===== src/ebrg_pkg.sv =====
// ebrg_pkg: constants, register map and carrier types of the external bus request/grant arbiter
//==============================================================================
//==============================================================================
package ebrg_pkg;

    //==========================================================================
    // register port
    localparam int ADDR_W = 4;
    localparam int DATA_W = 32;
    localparam logic [3:0] OFS_CTRL = 4'h0;
    localparam logic [3:0] OFS_STATUS = 4'h4;
    localparam int CTRL_GO_BIT = 0;
    localparam int STAT_GRANT_BIT = 0;
    localparam int STAT_STALL_BIT = 1;
    localparam int STAT_EMU_BIT = 2;
    localparam int STAT_HALT_BIT = 3;
    localparam logic CTRL_GO_RESET = 1'b0;
    localparam logic [31:0] RDATA_RESET = 32'h0000_0000;

    //==========================================================================
    // synchroniser depth and pin reset levels
    localparam int SYNC_STAGES = 2;
    localparam logic PIN_INACTIVE = 1'b1;

    //==========================================================================
    // arbiter states
    typedef enum logic [0:0] {
        ST_OWNED,
        ST_GRANTED
    } ebrg_state_type;

    // what the processor core reports about its external memory traffic
    typedef struct packed {
        logic cpu_ext_need;
        logic byte_mem_transfer_engine_ext_need;
        logic ext_access_busy;
    } ebrg_core_req_type;

    // what the arbiter tells the processor core
    typedef struct packed {
        logic cpu_halt;
        logic bus_drive_en;
        logic ext_access_hold;
        logic core_reset_n;
    } ebrg_core_ctl_type;

    // pin side outputs
    typedef struct packed {
        logic bus_grant_out_n;
        logic bus_grant_oe;
        logic emu_bus_grant_n;
        logic grant_stalled_out_n;
    } ebrg_pins_type;

endpackage : ebrg_pkg


===== src/ebrg_arbiter.sv =====
// ebrg_arbiter: external bus request/grant arbiter with emulator pin swap and continue mode
`timescale 1ns/100ps
module ebrg_arbiter (
    // clock and reset
    input wire logic clk,
    input wire logic rstn,
    // register port
    input wire logic [ebrg_pkg::ADDR_W-1:0] reg_addr,
    input wire logic [ebrg_pkg::DATA_W-1:0] reg_wdata,
    input wire logic reg_wr,
    input wire logic reg_rd,
    output logic [ebrg_pkg::DATA_W-1:0] reg_rdata,
    // normal pins, active low except bus_grant_oe
    input wire logic ext_bus_request_n,
    input wire logic sys_reset_in_n,
    output logic bus_grant_out_n,
    output logic bus_grant_oe,
    output logic grant_stalled_out_n,
    // emulator pins
    input wire logic emulator_enable,
    input wire logic emu_bus_request_n,
    input wire logic emu_reset_in_n,
    output logic emu_bus_grant_n,
    // processor core side
    input wire ebrg_pkg::ebrg_core_req_type core_req,
    output ebrg_pkg::ebrg_core_ctl_type core_ctl
);

    //==========================================================================
    // state
    typedef struct packed {
        ebrg_pkg::ebrg_state_type st;
        logic go_mode;
        logic grant;
        logic stalled;
        ebrg_pkg::ebrg_core_ctl_type ctl;
        ebrg_pkg::ebrg_pins_type pins;
        logic [ebrg_pkg::DATA_W-1:0] rdata;
    } ebrg_arb_state_type;

    ebrg_arb_state_type s_q;
    ebrg_arb_state_type s_d;

    //==========================================================================
    // pin synchronisers
    logic [2:0] sync_raw;
    logic [2:0] sync_val;
    logic ext_req_n_s;
    logic emu_req_n_s;
    logic emu_en_s;
    logic req;
    logic need;

    // request pins are asynchronous; a late edge lands one cycle later
    assign sync_raw = {emulator_enable, emu_bus_request_n, ext_bus_request_n};

    ebrg_sync #(
        .WIDTH(3),
        .RESET_VAL(3'b011)
    ) u_sync (
        .clk(clk),
        .rstn(rstn),
        .async_in(sync_raw),
        .sync_out(sync_val)
    );

    assign ext_req_n_s = sync_val[0];
    assign emu_req_n_s = sync_val[1];
    assign emu_en_s = sync_val[2];

    // emulator takes the request input in place of the normal pin
    // the core reset pin is not looked at here, so requests work in reset too
    assign req = emu_en_s ? !emu_req_n_s : !ext_req_n_s;
    assign need = core_req.cpu_ext_need || core_req.byte_mem_transfer_engine_ext_need;

    //==========================================================================
    // next state
    always_comb begin
        s_d = s_q;
        s_d.rdata = ebrg_pkg::RDATA_RESET;
        case (s_q.st)
            ebrg_pkg::ST_OWNED: begin
                // a pending request keeps the core from starting a new access
                s_d.ctl.ext_access_hold = req;
                if (req && !core_req.ext_access_busy) begin
                    s_d.st = ebrg_pkg::ST_GRANTED;
                    s_d.grant = 1'b1;
                    s_d.ctl.bus_drive_en = 1'b0;
                    s_d.ctl.cpu_halt = !s_q.go_mode || core_req.cpu_ext_need;
                    s_d.stalled = need;
                end
            end
            ebrg_pkg::ST_GRANTED: begin
                if (!req) begin
                    // bus back: drivers on, grant and stall off, pending access proceeds
                    s_d.st = ebrg_pkg::ST_OWNED;
                    s_d.grant = 1'b0;
                    s_d.stalled = 1'b0;
                    s_d.ctl.bus_drive_en = 1'b1;
                    s_d.ctl.cpu_halt = 1'b0;
                    s_d.ctl.ext_access_hold = 1'b0;
                end else begin
                    // continue mode halts only on an external access
                    s_d.ctl.cpu_halt = !s_q.go_mode || core_req.cpu_ext_need;
                    s_d.stalled = need;
                    s_d.ctl.ext_access_hold = 1'b1;
                end
            end
            default: begin
                s_d.st = ebrg_pkg::ST_OWNED;
            end
        endcase

        // the selected reset goes to the core
        s_d.ctl.core_reset_n = emu_en_s ? emu_reset_in_n : sys_reset_in_n;

        // grant routing; under the emulator the normal grant pin floats
        s_d.pins.bus_grant_oe = !emu_en_s;
        s_d.pins.bus_grant_out_n = emu_en_s ? ebrg_pkg::PIN_INACTIVE : !s_d.grant;
        s_d.pins.emu_bus_grant_n = emu_en_s ? !s_d.grant : ebrg_pkg::PIN_INACTIVE;
        s_d.pins.grant_stalled_out_n = !(s_d.stalled && s_d.grant);

        // register writes
        if (reg_wr && reg_addr == ebrg_pkg::OFS_CTRL) begin
            s_d.go_mode = reg_wdata[ebrg_pkg::CTRL_GO_BIT];
        end

        // register reads; unmapped addresses read zero
        if (reg_rd) begin
            case (reg_addr)
                ebrg_pkg::OFS_CTRL: begin
                    s_d.rdata[ebrg_pkg::CTRL_GO_BIT] = s_q.go_mode;
                end
                ebrg_pkg::OFS_STATUS: begin
                    s_d.rdata[ebrg_pkg::STAT_GRANT_BIT] = s_q.grant;
                    s_d.rdata[ebrg_pkg::STAT_STALL_BIT] = s_q.stalled;
                    s_d.rdata[ebrg_pkg::STAT_EMU_BIT] = emu_en_s;
                    s_d.rdata[ebrg_pkg::STAT_HALT_BIT] = s_q.ctl.cpu_halt;
                end
                default: begin
                    s_d.rdata = ebrg_pkg::RDATA_RESET;
                end
            endcase
        end
    end

    //==========================================================================
    // state register; pins come up inactive high
    always_ff @(posedge clk or negedge rstn) begin
        if (!rstn) begin
            s_q.st <= ebrg_pkg::ST_OWNED;
            s_q.go_mode <= ebrg_pkg::CTRL_GO_RESET;
            s_q.grant <= 1'b0;
            s_q.stalled <= 1'b0;
            s_q.ctl.cpu_halt <= 1'b0;
            s_q.ctl.bus_drive_en <= 1'b1;
            s_q.ctl.ext_access_hold <= 1'b0;
            s_q.ctl.core_reset_n <= 1'b0;
            s_q.pins.bus_grant_out_n <= ebrg_pkg::PIN_INACTIVE;
            s_q.pins.bus_grant_oe <= 1'b1;
            s_q.pins.emu_bus_grant_n <= ebrg_pkg::PIN_INACTIVE;
            s_q.pins.grant_stalled_out_n <= ebrg_pkg::PIN_INACTIVE;
            s_q.rdata <= ebrg_pkg::RDATA_RESET;
        end else begin
            s_q <= s_d;
        end
    end

    //==========================================================================
    // outputs straight from flops
    assign reg_rdata = s_q.rdata;
    assign bus_grant_out_n = s_q.pins.bus_grant_out_n;
    assign bus_grant_oe = s_q.pins.bus_grant_oe;
    assign emu_bus_grant_n = s_q.pins.emu_bus_grant_n;
    assign grant_stalled_out_n = s_q.pins.grant_stalled_out_n;
    assign core_ctl = s_q.ctl;
endmodule : ebrg_arbiter


===== src/ebrg_sync.sv =====
// ebrg_sync: multi-bit level synchroniser for asynchronous pin inputs
`timescale 1ns/100ps
module ebrg_sync #(
    parameter int WIDTH = 3,
    parameter logic [WIDTH-1:0] RESET_VAL = '1
) (
    // clock and reset
    input wire logic clk,
    input wire logic rstn,
    // asynchronous levels in, synchronous levels out
    input wire logic [WIDTH-1:0] async_in,
    output logic [WIDTH-1:0] sync_out
);

    typedef struct packed {
        logic [WIDTH-1:0] meta;
        logic [WIDTH-1:0] stable;
    } ebrg_sync_state_type;

    ebrg_sync_state_type s_q;
    ebrg_sync_state_type s_d;

    // the first stage feeds only the second stage
    always_comb begin
        s_d.meta = async_in;
        s_d.stable = s_q.meta;
    end

    always_ff @(posedge clk or negedge rstn) begin
        if (!rstn) begin
            s_q.meta <= RESET_VAL;
            s_q.stable <= RESET_VAL;
        end else begin
            s_q <= s_d;
        end
    end

    assign sync_out = s_q.stable;

endmodule : ebrg_sync


===== config.mk =====
export PLATFORM = sky130hd
export DESIGN_NAME = ebrg_arbiter
export DESIGN_NICKNAME = d
export VERILOG_FILES = /design/src/ebrg_pkg.sv /design/src/ebrg_arbiter.sv /design/src/ebrg_sync.sv
export SDC_FILE = /design/constraint.sdc
export NUM_CORES = 1
export LEC_CHECK = 0
export BUFFER_PORTS_ARGS = -buffer_cell sky130_fd_sc_hd__buf_2
export CORE_MARGIN = 2
export CORE_UTILIZATION = 41
export DETAILED_ROUTE_END_ITERATION = 8
export GPL_TIMING_DRIVEN = 0
export PLACE_DENSITY = 0.84
export SKIP_LAST_GASP = 1
export SLEW_MARGIN = 10
export SYNTH_ARGS = -nofsm -noshare
export SYNTH_HDL_FRONTEND = slang
export SYNTH_SLANG_ARGS = --single-unit

===== constraint.sdc =====
create_clock -name clk -period 2.1 [get_ports clk]
set_input_delay 0.21 -clock clk [delete_from_list [all_inputs] [get_ports clk]]
set_output_delay 0.21 -clock clk [all_outputs]
set_load 0.03 [all_outputs]

======== Word-level counts from Yosys, hierarchy flattened ========
Cells that the tools add are included.
storage, ports and cells
  output and inout bits ................... 40
  word-level logic and storage cells ...... 48
  input port bits ......................... 48
  register bits after elaboration ......... 50
operators by class
  reductions and logical operators ........ 14
  bitwise logic cells ..................... 1
  multiplexer cells ....................... 15
  equality and inequality tests ........... 3
operator list
  operator            number
  $pmux 5 s2          1
  $mux 1              8
  $mux 4              2
  $logic_not 1->1     7
  $eq 4x3->1 const B  1
  $logic_not 4->1     1
  $ne 2x2->1 const B  2
  $pmux 1 s2          2
  $logic_and 1x1->1   3
  $mux 3              1
  $logic_or 1x1->1    2
  $mux 2              1
  $reduce_and 2->1    1
  $not 1->1           1

======== Longest topological paths before layout ========
Gate-level depths: netlist of the first run.
  depth in word-level cells ............... 7
  gate-level depth with buffers ........... 4
  gate-level depth less buffers ........... 4

======== Modules after synthesis ========
A second synthesis of the first run with hierarchy kept.
second synthesis, totals
  cells, all modules ...................... 100
  area total of the unflattened synthesis .. 1081.0 um^2
by module, submodules not included
  module        cells an instance  area each (um^2)  times used  seq. area each (um^2)
  ebrg_arbiter  94                 925.9             1           406.6
  ebrg_sync     6                  155.1             1           155.1

======== Least setup slack after synthesis of the first run ========
No wires, ideal clock.
  path kind ............................... flip-flop to flip-flop
  start ................................... register u_sync.s_q, in the netlist u_sync.sync_out[2]
  end ..................................... register s_q[40] (netlist name)
  required time ........................... 1.976 ns
  cell stages (with the launch flop) ...... 4
  slack ................................... 0.892 ns
  period minus slack after synthesis ...... 1.208 ns
  library setup time ...................... 0.124 ns
  arrival ................................. 1.084 ns
  buffers on the path ..................... 0
  path through ............................ dfrtp_1 mux2_4 o211a_1 o21bai_1
RTL lines
  element          RTL line            text
  start, declared  ebrg_sync.sv:20     ebrg_sync_state_type s_q;
  end, declared    ebrg_arbiter.sv:41  ebrg_arb_state_type s_q;

======== Worst setup path after layout of the first run ========
  start ................................... register s_q, in the netlist core_ctl[2]
  end ..................................... output core_ctl[2] (netlist name)
RTL lines
  element        RTL line            text
  end, declared  ebrg_arbiter.sv:26  output ebrg_pkg::ebrg_core_ctl_type core_ctl
No word-level cell between the ends.

==> metrics.txt, run 1 <==
worst hold-check path type primary input to register; Mapped Area 0.001075 mm2; reg-to-reg startpoint u_sync.sync_out[2]; crit end category output port; largest net degree at the start of global routing 23; share of cells above drive strength 1 52.50%; Rows 18; diodes inserted 0; R2R setup slack 0.80 ns; clock-pin transition on the worst setup and hold timing paths 0.11 ns; drt first pass iters 4; DR iter-0 viols 10; Resized cells post-CTS 0; CTS tree yes; Worst VDD drop 0.3988 mV; final worst path period share 63.67%; Routed WL 1.554 mm; crit path time final 1.337 ns; Core Box Area 0.002477 mm2; sum of negative setup slack 0 ns; Max Cap Viol 0; most frequent cells in the layout buf_4 (36), conb_1 (28), buf_2 (28); Area after DPL 0.001354 mm2; Crit Path Max Fanout 3; cell taking the most area after synthesis dfrtp_1; I/O Pins 88; Netlist cell types 24; Port Buf Inserts 28; kind of start point of the critical path register; leakage power 0.8141 nW; Fill cells 215; hold_buf cts 3; Post CTS Setup Buffer Count 0; Synth area leaders dfrtp_1 (30%), buf_4 (25%), dfstp_2 (22%), o21ai_0 (3.3%), mux2_2 (3.1%); fin util 57.73%; final worst setup slack 0.7629 ns; Via Count 721; clock buffer depth 2; commonest non-fill, non-tap cell in the layout buf_4; Slew Limit Fails 0; vias per cell 3.795; Final Wtd Congestion 0.8420; Mean Syn Cell Area 11.08 um2; cells after synthesis 97; Synth Warn # 0; pre-CTS setup slack 0.8249 ns; number of global-route vias before repair 595; Setup Skew 0.001106 ns; RSZ-0062 raised after global routing no; first-pass GRT wire length 2.463 mm; TritonCTS Buffers 3; clock latency on the worst-skew pair 0.30 ns; critical setup path kind register to output port; Initial Util 43.38%; area grow syn2layout 33.06%; GR Util All Layers 10.33%; hpwl dp 1.263 mm; CTS HTree Levels 1; Die Wd 55.20 um; Pwr per Cell Area 697.6 mW/mm2; Synth Register Bits 22; CTS sink count 22; final hold vios 0; worst r2r dst s_q[40]; gr ovfl total 0; end of the critical path core_ctl[2]; Final Net Count 209; WL/cell 8.179 um; die area 0.003047 mm2; post-synthesis sequential area ratio 52.27%; Finished Cell Area 0.001430 mm2; Data arrival, critical path 1.13 ns; Remaining DRCs 0; Final ANT Viol Nets 0; Highest Clock Rate 747.9 MHz; Critical Path RT 1.89 ns; run status finished clean; CTS Root Cell clkbuf_4; worst setup path startpoint core_ctl[2]; R2R cell count 3; post-synth top area share 30.27%; antenna violations before repair 0; setup violators final 0; die height 55.20 um
## where the power goes
part / switching, mW / total [mW] / leakage (nW) / internal, mW
registers: 0.0246 / 0.500 / 0.257 / 0.475
clock network: 0.116 / 0.222 / 0.0210 / 0.106
logic: 0.165 / 0.276 / 0.536 / 0.111
total: 0.306 / 0.998 / 0.814 / 0.692
## state kept, by name (all words and copies together) (netlist names)
signal and cells:
bus_grant_oe 1, bus_grant_out_n 1, core_ctl 4, emu_bus_grant_n 1, grant_stalled_out_n 1, reg_rdata 4, s_q 4, u_sync.s_d 3
u_sync.sync_out 3
## critical path, cell delays in order (launching register included)
cell and delay, ns:
dfstp_2 0.55, buf_4 0.09, buf_2 0.18
## routing by layer
layer | wire length [um] | global-route usage [%] | share of wire [%]
met5 | 0 | 0 | 0
met4 | 23 | 5.575 | 1.5
met3 | 160 | 3.981 | 10
met2 | 745 | 15.99 | 48
met1 | 624 | 12.37 | 40
## final cells by class
cell class / count / area, um2 / area share (%)
flip-flops and latches: 22 / 561.8 / 39.28
multi-input cells: 61 / 325.3 / 22.75
plain buffers: 36 / 270.3 / 18.90
repair buffers: 32 / 180.2 / 12.60
well taps: 30 / 37.54 / 2.625
clock buffers: 4 / 36.28 / 2.537
inverters: 5 / 18.77 / 1.312
## stage by stage
step	total power [mW]	instances	hold slack, ns
after floorplan	0.7203	124	-0.08559
after global placement	0.7697	182	0.1751
after detailed placement	0.7765	182	0.1841
after CTS	1.002	189	0.001156
after global routing	1.059	190	0.1210
final	0.9977	190	0.1296
## worst min path at each step
| stage | start | end | slack [ns] | depth (start not counted) |
|---|---|---|---|---|
| after detailed placement | rstn | s_q[42] | 0.18 | 1 |
| after CTS | emulator_enable | u_sync.s_d[2] | 0.001 | 1 |
| final | reg_wdata[0] | s_q[42] | 0.13 | 2 |
| after global routing | reg_wdata[0] | s_q[42] | 0.12 | 2 |
| after global placement | rstn | reg_rdata[3] | 0.18 | 1 |
| after floorplan | rstn | core_ctl[0] | -0.09 | 0 |
## logic make-up (layout without fill, tap and decap cells)
| kind of cell | Yosys count | in the layout | share of synthesized area, % |
|---|---|---|---|
| other cells | 1 | 28 | 0.3489 |
| simple gates | 14 | 14 | 7.102 |
| compound gates | 15 | 15 | 8.847 |
| flops | 22 | 22 | 52.27 |
| mux | 4 | 4 | 4.540 |
| buf+inv | 41 | 77 | 26.89 |
## cells in the mapped netlist
cell,number
nand2_1,2
o21ai_0,7
o211a_1,1
and2_2,1
dfrtp_1,13
a21oi_1,1
a21boi_0,2
nor3_1,1
o22ai_1,1
a211oi_1,1
nor2b_1,1
nor2_1,3
conb_1,1
and3_1,2
mux2_4,1
mux2_2,3
or2_2,1
a21o_2,1
nand3b_1,1
dfstp_2,9
and2_1,2
inv_1,5
buf_4,36
o21bai_1,1
Note: power is estimated with default switching activity, not from simulation.
==> run 2: changes to the inputs <==
Settings changed: ABC_AREA from default to 1, CORE_UTILIZATION 41 to 38, PLACE_DENSITY 0.84 to 0.79.
Clock period 2.1 ns to 1.4 ns, I/O delays scaled along.
==> run 2 against run 1 <==
Net effect:
- synthesized area fell by 0.93%
- synthesized cell count rose by 12%
- largest power group unchanged
- clock skew rose by 0.0090 ns
==> metrics.txt, run 2 <==
Crit path max-delay family flip-flops; Rows 19 (+1); die height 56.94 um (+3.1%); critical setup path kind register to output port; Seq. cell area 561.8 um2 (unchanged); Highest Clock Rate 787.2 MHz; first-pass GRT wire length 2.670 mm (+8.4%); Via Count 740 (+2.6%); clock buffer depth 2 (unchanged); largest net degree at the start of global routing 23 (unchanged); clock-pin transition on the worst setup and hold timing paths 0.12 ns (about the same); GR Util All Layers 10.54% (+0.21 points); Final ANT Viol Nets 0 (unchanged); CTS HTree Levels 1 (unchanged); crit path buf inv count 2 (unchanged); Critical Path RT 1.26 ns (-0.63 ns); count leader, synth buf_4; crit end category output port; most frequent cells in the layout buf_4 (36), conb_1 (28), buf_2 (28); Die Wd 56.94 um (+3.1%); diodes inserted 0 (unchanged); final worst path period share 90.74%; Crit Path Max Fanout 2 (-1); clock latency on the worst-skew pair 0.30 ns (about the same); hpwl dp 1.206 mm (-4.6%); DR iter-0 viols 8 (-2); antenna violations before repair 0 (unchanged); area grow syn2layout 35.02%; cell taking the most area after synthesis dfrtp_1; global-route met1 utilization 11.71% (-0.65 points); met3 usage 4.989% (+1.0 points); slowest stage delay, CP 0.55 ns (about the same); Synth Warn # 0 (unchanged); R2R setup slack 0.37 ns (-0.43 ns); WL/cell 7.488 um (-8.5%); Finished Cell Area 0.001438 mm2 (+0.53%); most common flop cell mapped by yosys dfrtp_1; Setup Skew 0.01015 ns (+0.009042 ns); worst-path cell chain buf_4 -> buf_2; min-delay src core_req[0]; Mean Syn Cell Area 9.769 um2 (-12%); share of cells above drive strength 1 48.84% (-3.7 points); sum of negative setup slack 0 ns (unchanged); fin util 53.05% (-4.7 points); Remaining DRCs 0 (unchanged); EDFF count, synth 0 (unchanged); commonest non-fill, non-tap cell in the layout buf_4; Final Net Count 221 (+5.7%); grt met2 use 19.05% (+3.1 points); worst hold-check path type primary input to register; Port Buf Inserts 28 (unchanged); reg-to-reg startpoint u_sync.sync_out[1]; CTS tree yes; Max Cap Viol 0 (unchanged); final hold vios 0 (unchanged); Routed WL 1.520 mm (-2.2%); Initial Util 39.29% (-4.1 points); Mapped Area 0.001065 mm2 (-0.93%); CTS Root Cell clkbuf_4; die area 0.003242 mm2 (+6.4%); Synth Register Bits 22 (unchanged); gr ovfl total 0 (unchanged); Data arrival, critical path 1.13 ns (about the same); Pwr per Cell Area 1117 mW/mm2 (+60%); Netlist cell types 20 (-17%); slowest CP cell dfstp_2; RSZ-0062 raised after global routing no; Final Wtd Congestion 0.8239 (-2.1%); drt first pass iters 3 (-1); setup violators final 0 (unchanged); Fill cells 273 (+27%); Area after DPL 0.001345 mm2 (-0.65%); post-synth top area share 30.55% (+0.28 points); kind of start point of the critical path register; Core Box Area 0.002710 mm2 (+9.4%); Worst VDD drop 0.9753 mV (+140%); Slew Limit Fails 0 (unchanged); worst setup path startpoint core_ctl[2]; crit path time final 1.270 ns; CTS sink count 22 (unchanged); area occupied by multi-input gates 292.8 um2 (-10%); number of global-route vias before repair 670 (+13%); vias per cell 3.645 (-3.9%); post-synthesis sequential area ratio 52.76% (+0.49 points); Synth area leaders dfrtp_1 (31%), buf_4 (25%), dfstp_2 (22%), nand2_1 (5.6%), inv_1 (3.5%); Post-synth top cells buf_4 (36), nand2_1 (16), dfrtp_1 (13); run status finished clean; share of flip-flops with an asynchronous set or reset 100.0% (unchanged); leakage power 0.8402 nW (+3.2%); TritonCTS Buffers 3 (unchanged); I/O Pins 88 (unchanged); gr busiest metal met2; cells after synthesis 109 (+12%)
[run 2: cell families after synthesis]
family,share of synthesized area [%]
DFF,52.76
AOI/OAI and AO/OA,3.995
other,0.3522
buffers and inverters,29.26
and+or+nand+nor,13.63
[run 2: worst paths after layout]
kind,endpoint,depth (start not counted)
max in group asynchronous,u_sync.s_d[0],2
min,s_q[43],2
min in group asynchronous,reg_rdata[0],2
min reg2reg,u_sync.sync_out[1],0
max,core_ctl[2],2
max reg2reg,bus_grant_out_n,6
[run 2: report_power, final]
part           total (mW)  switching [mW]  internal [mW]
clock network       0.472           0.183          0.289
registers           0.733          0.0259          0.708
logic               0.400           0.255          0.145
[run 2: final cells by class]
class | instances | share of cell area, %
multi-input cells | 67 | 20.37
flip-flops and latches | 22 | 39.08
inverters | 11 | 2.872
plain buffers | 36 | 18.80
clock buffers | 3 | 1.567
repair buffers | 32 | 12.53
well taps | 31 | 2.698
clock inverters | 1 | 2.089
[run 2: worst reg2reg max path, stage by stage (launching register included)]
cell and delay (ns):
dfstp_2 0.55, nand2_1 0.07, nand3_2 0.11, nand2_1 0.06, nand2_1 0.06, nand2_2 0.08, nand2_1 0.07
[run 2: repair_timing]
item / 4_1_cts / 5_1_grt
hold buffers: 4 / 0
gates resized for setup: 0 / 0
hold endpoints to repair: 16 / 0
setup buffers: 0 / 0
setup endpoints to repair: 0 / 0
[run 2: per-layer routing]
layer / routed length (um) / up-vias / part of all wire (%)
met2: 759 / 34 / 50
li1: - / 397 / -
met1: 589 / 309 / 39
met4: 0 / 0 / 0
met5: 0 / - / 0
met3: 170 / 0 / 11
[run 2: metrics by stage]
stage / power (mW) / hold WS (ns) / setup WS (ns) / cells
after floorplan: 1.057 / -0.1556 / 0.4511 / 136
after global placement: 1.133 / 0.1141 / 0.3758 / 195
after detailed placement: 1.137 / 0.1200 / 0.3633 / 195
after CTS: 1.628 / 0.007117 / 0.1047 / 203
after global routing: 1.694 / 0.01314 / 0.08333 / 203
final: 1.605 / 0.01748 / 0.1296 / 203
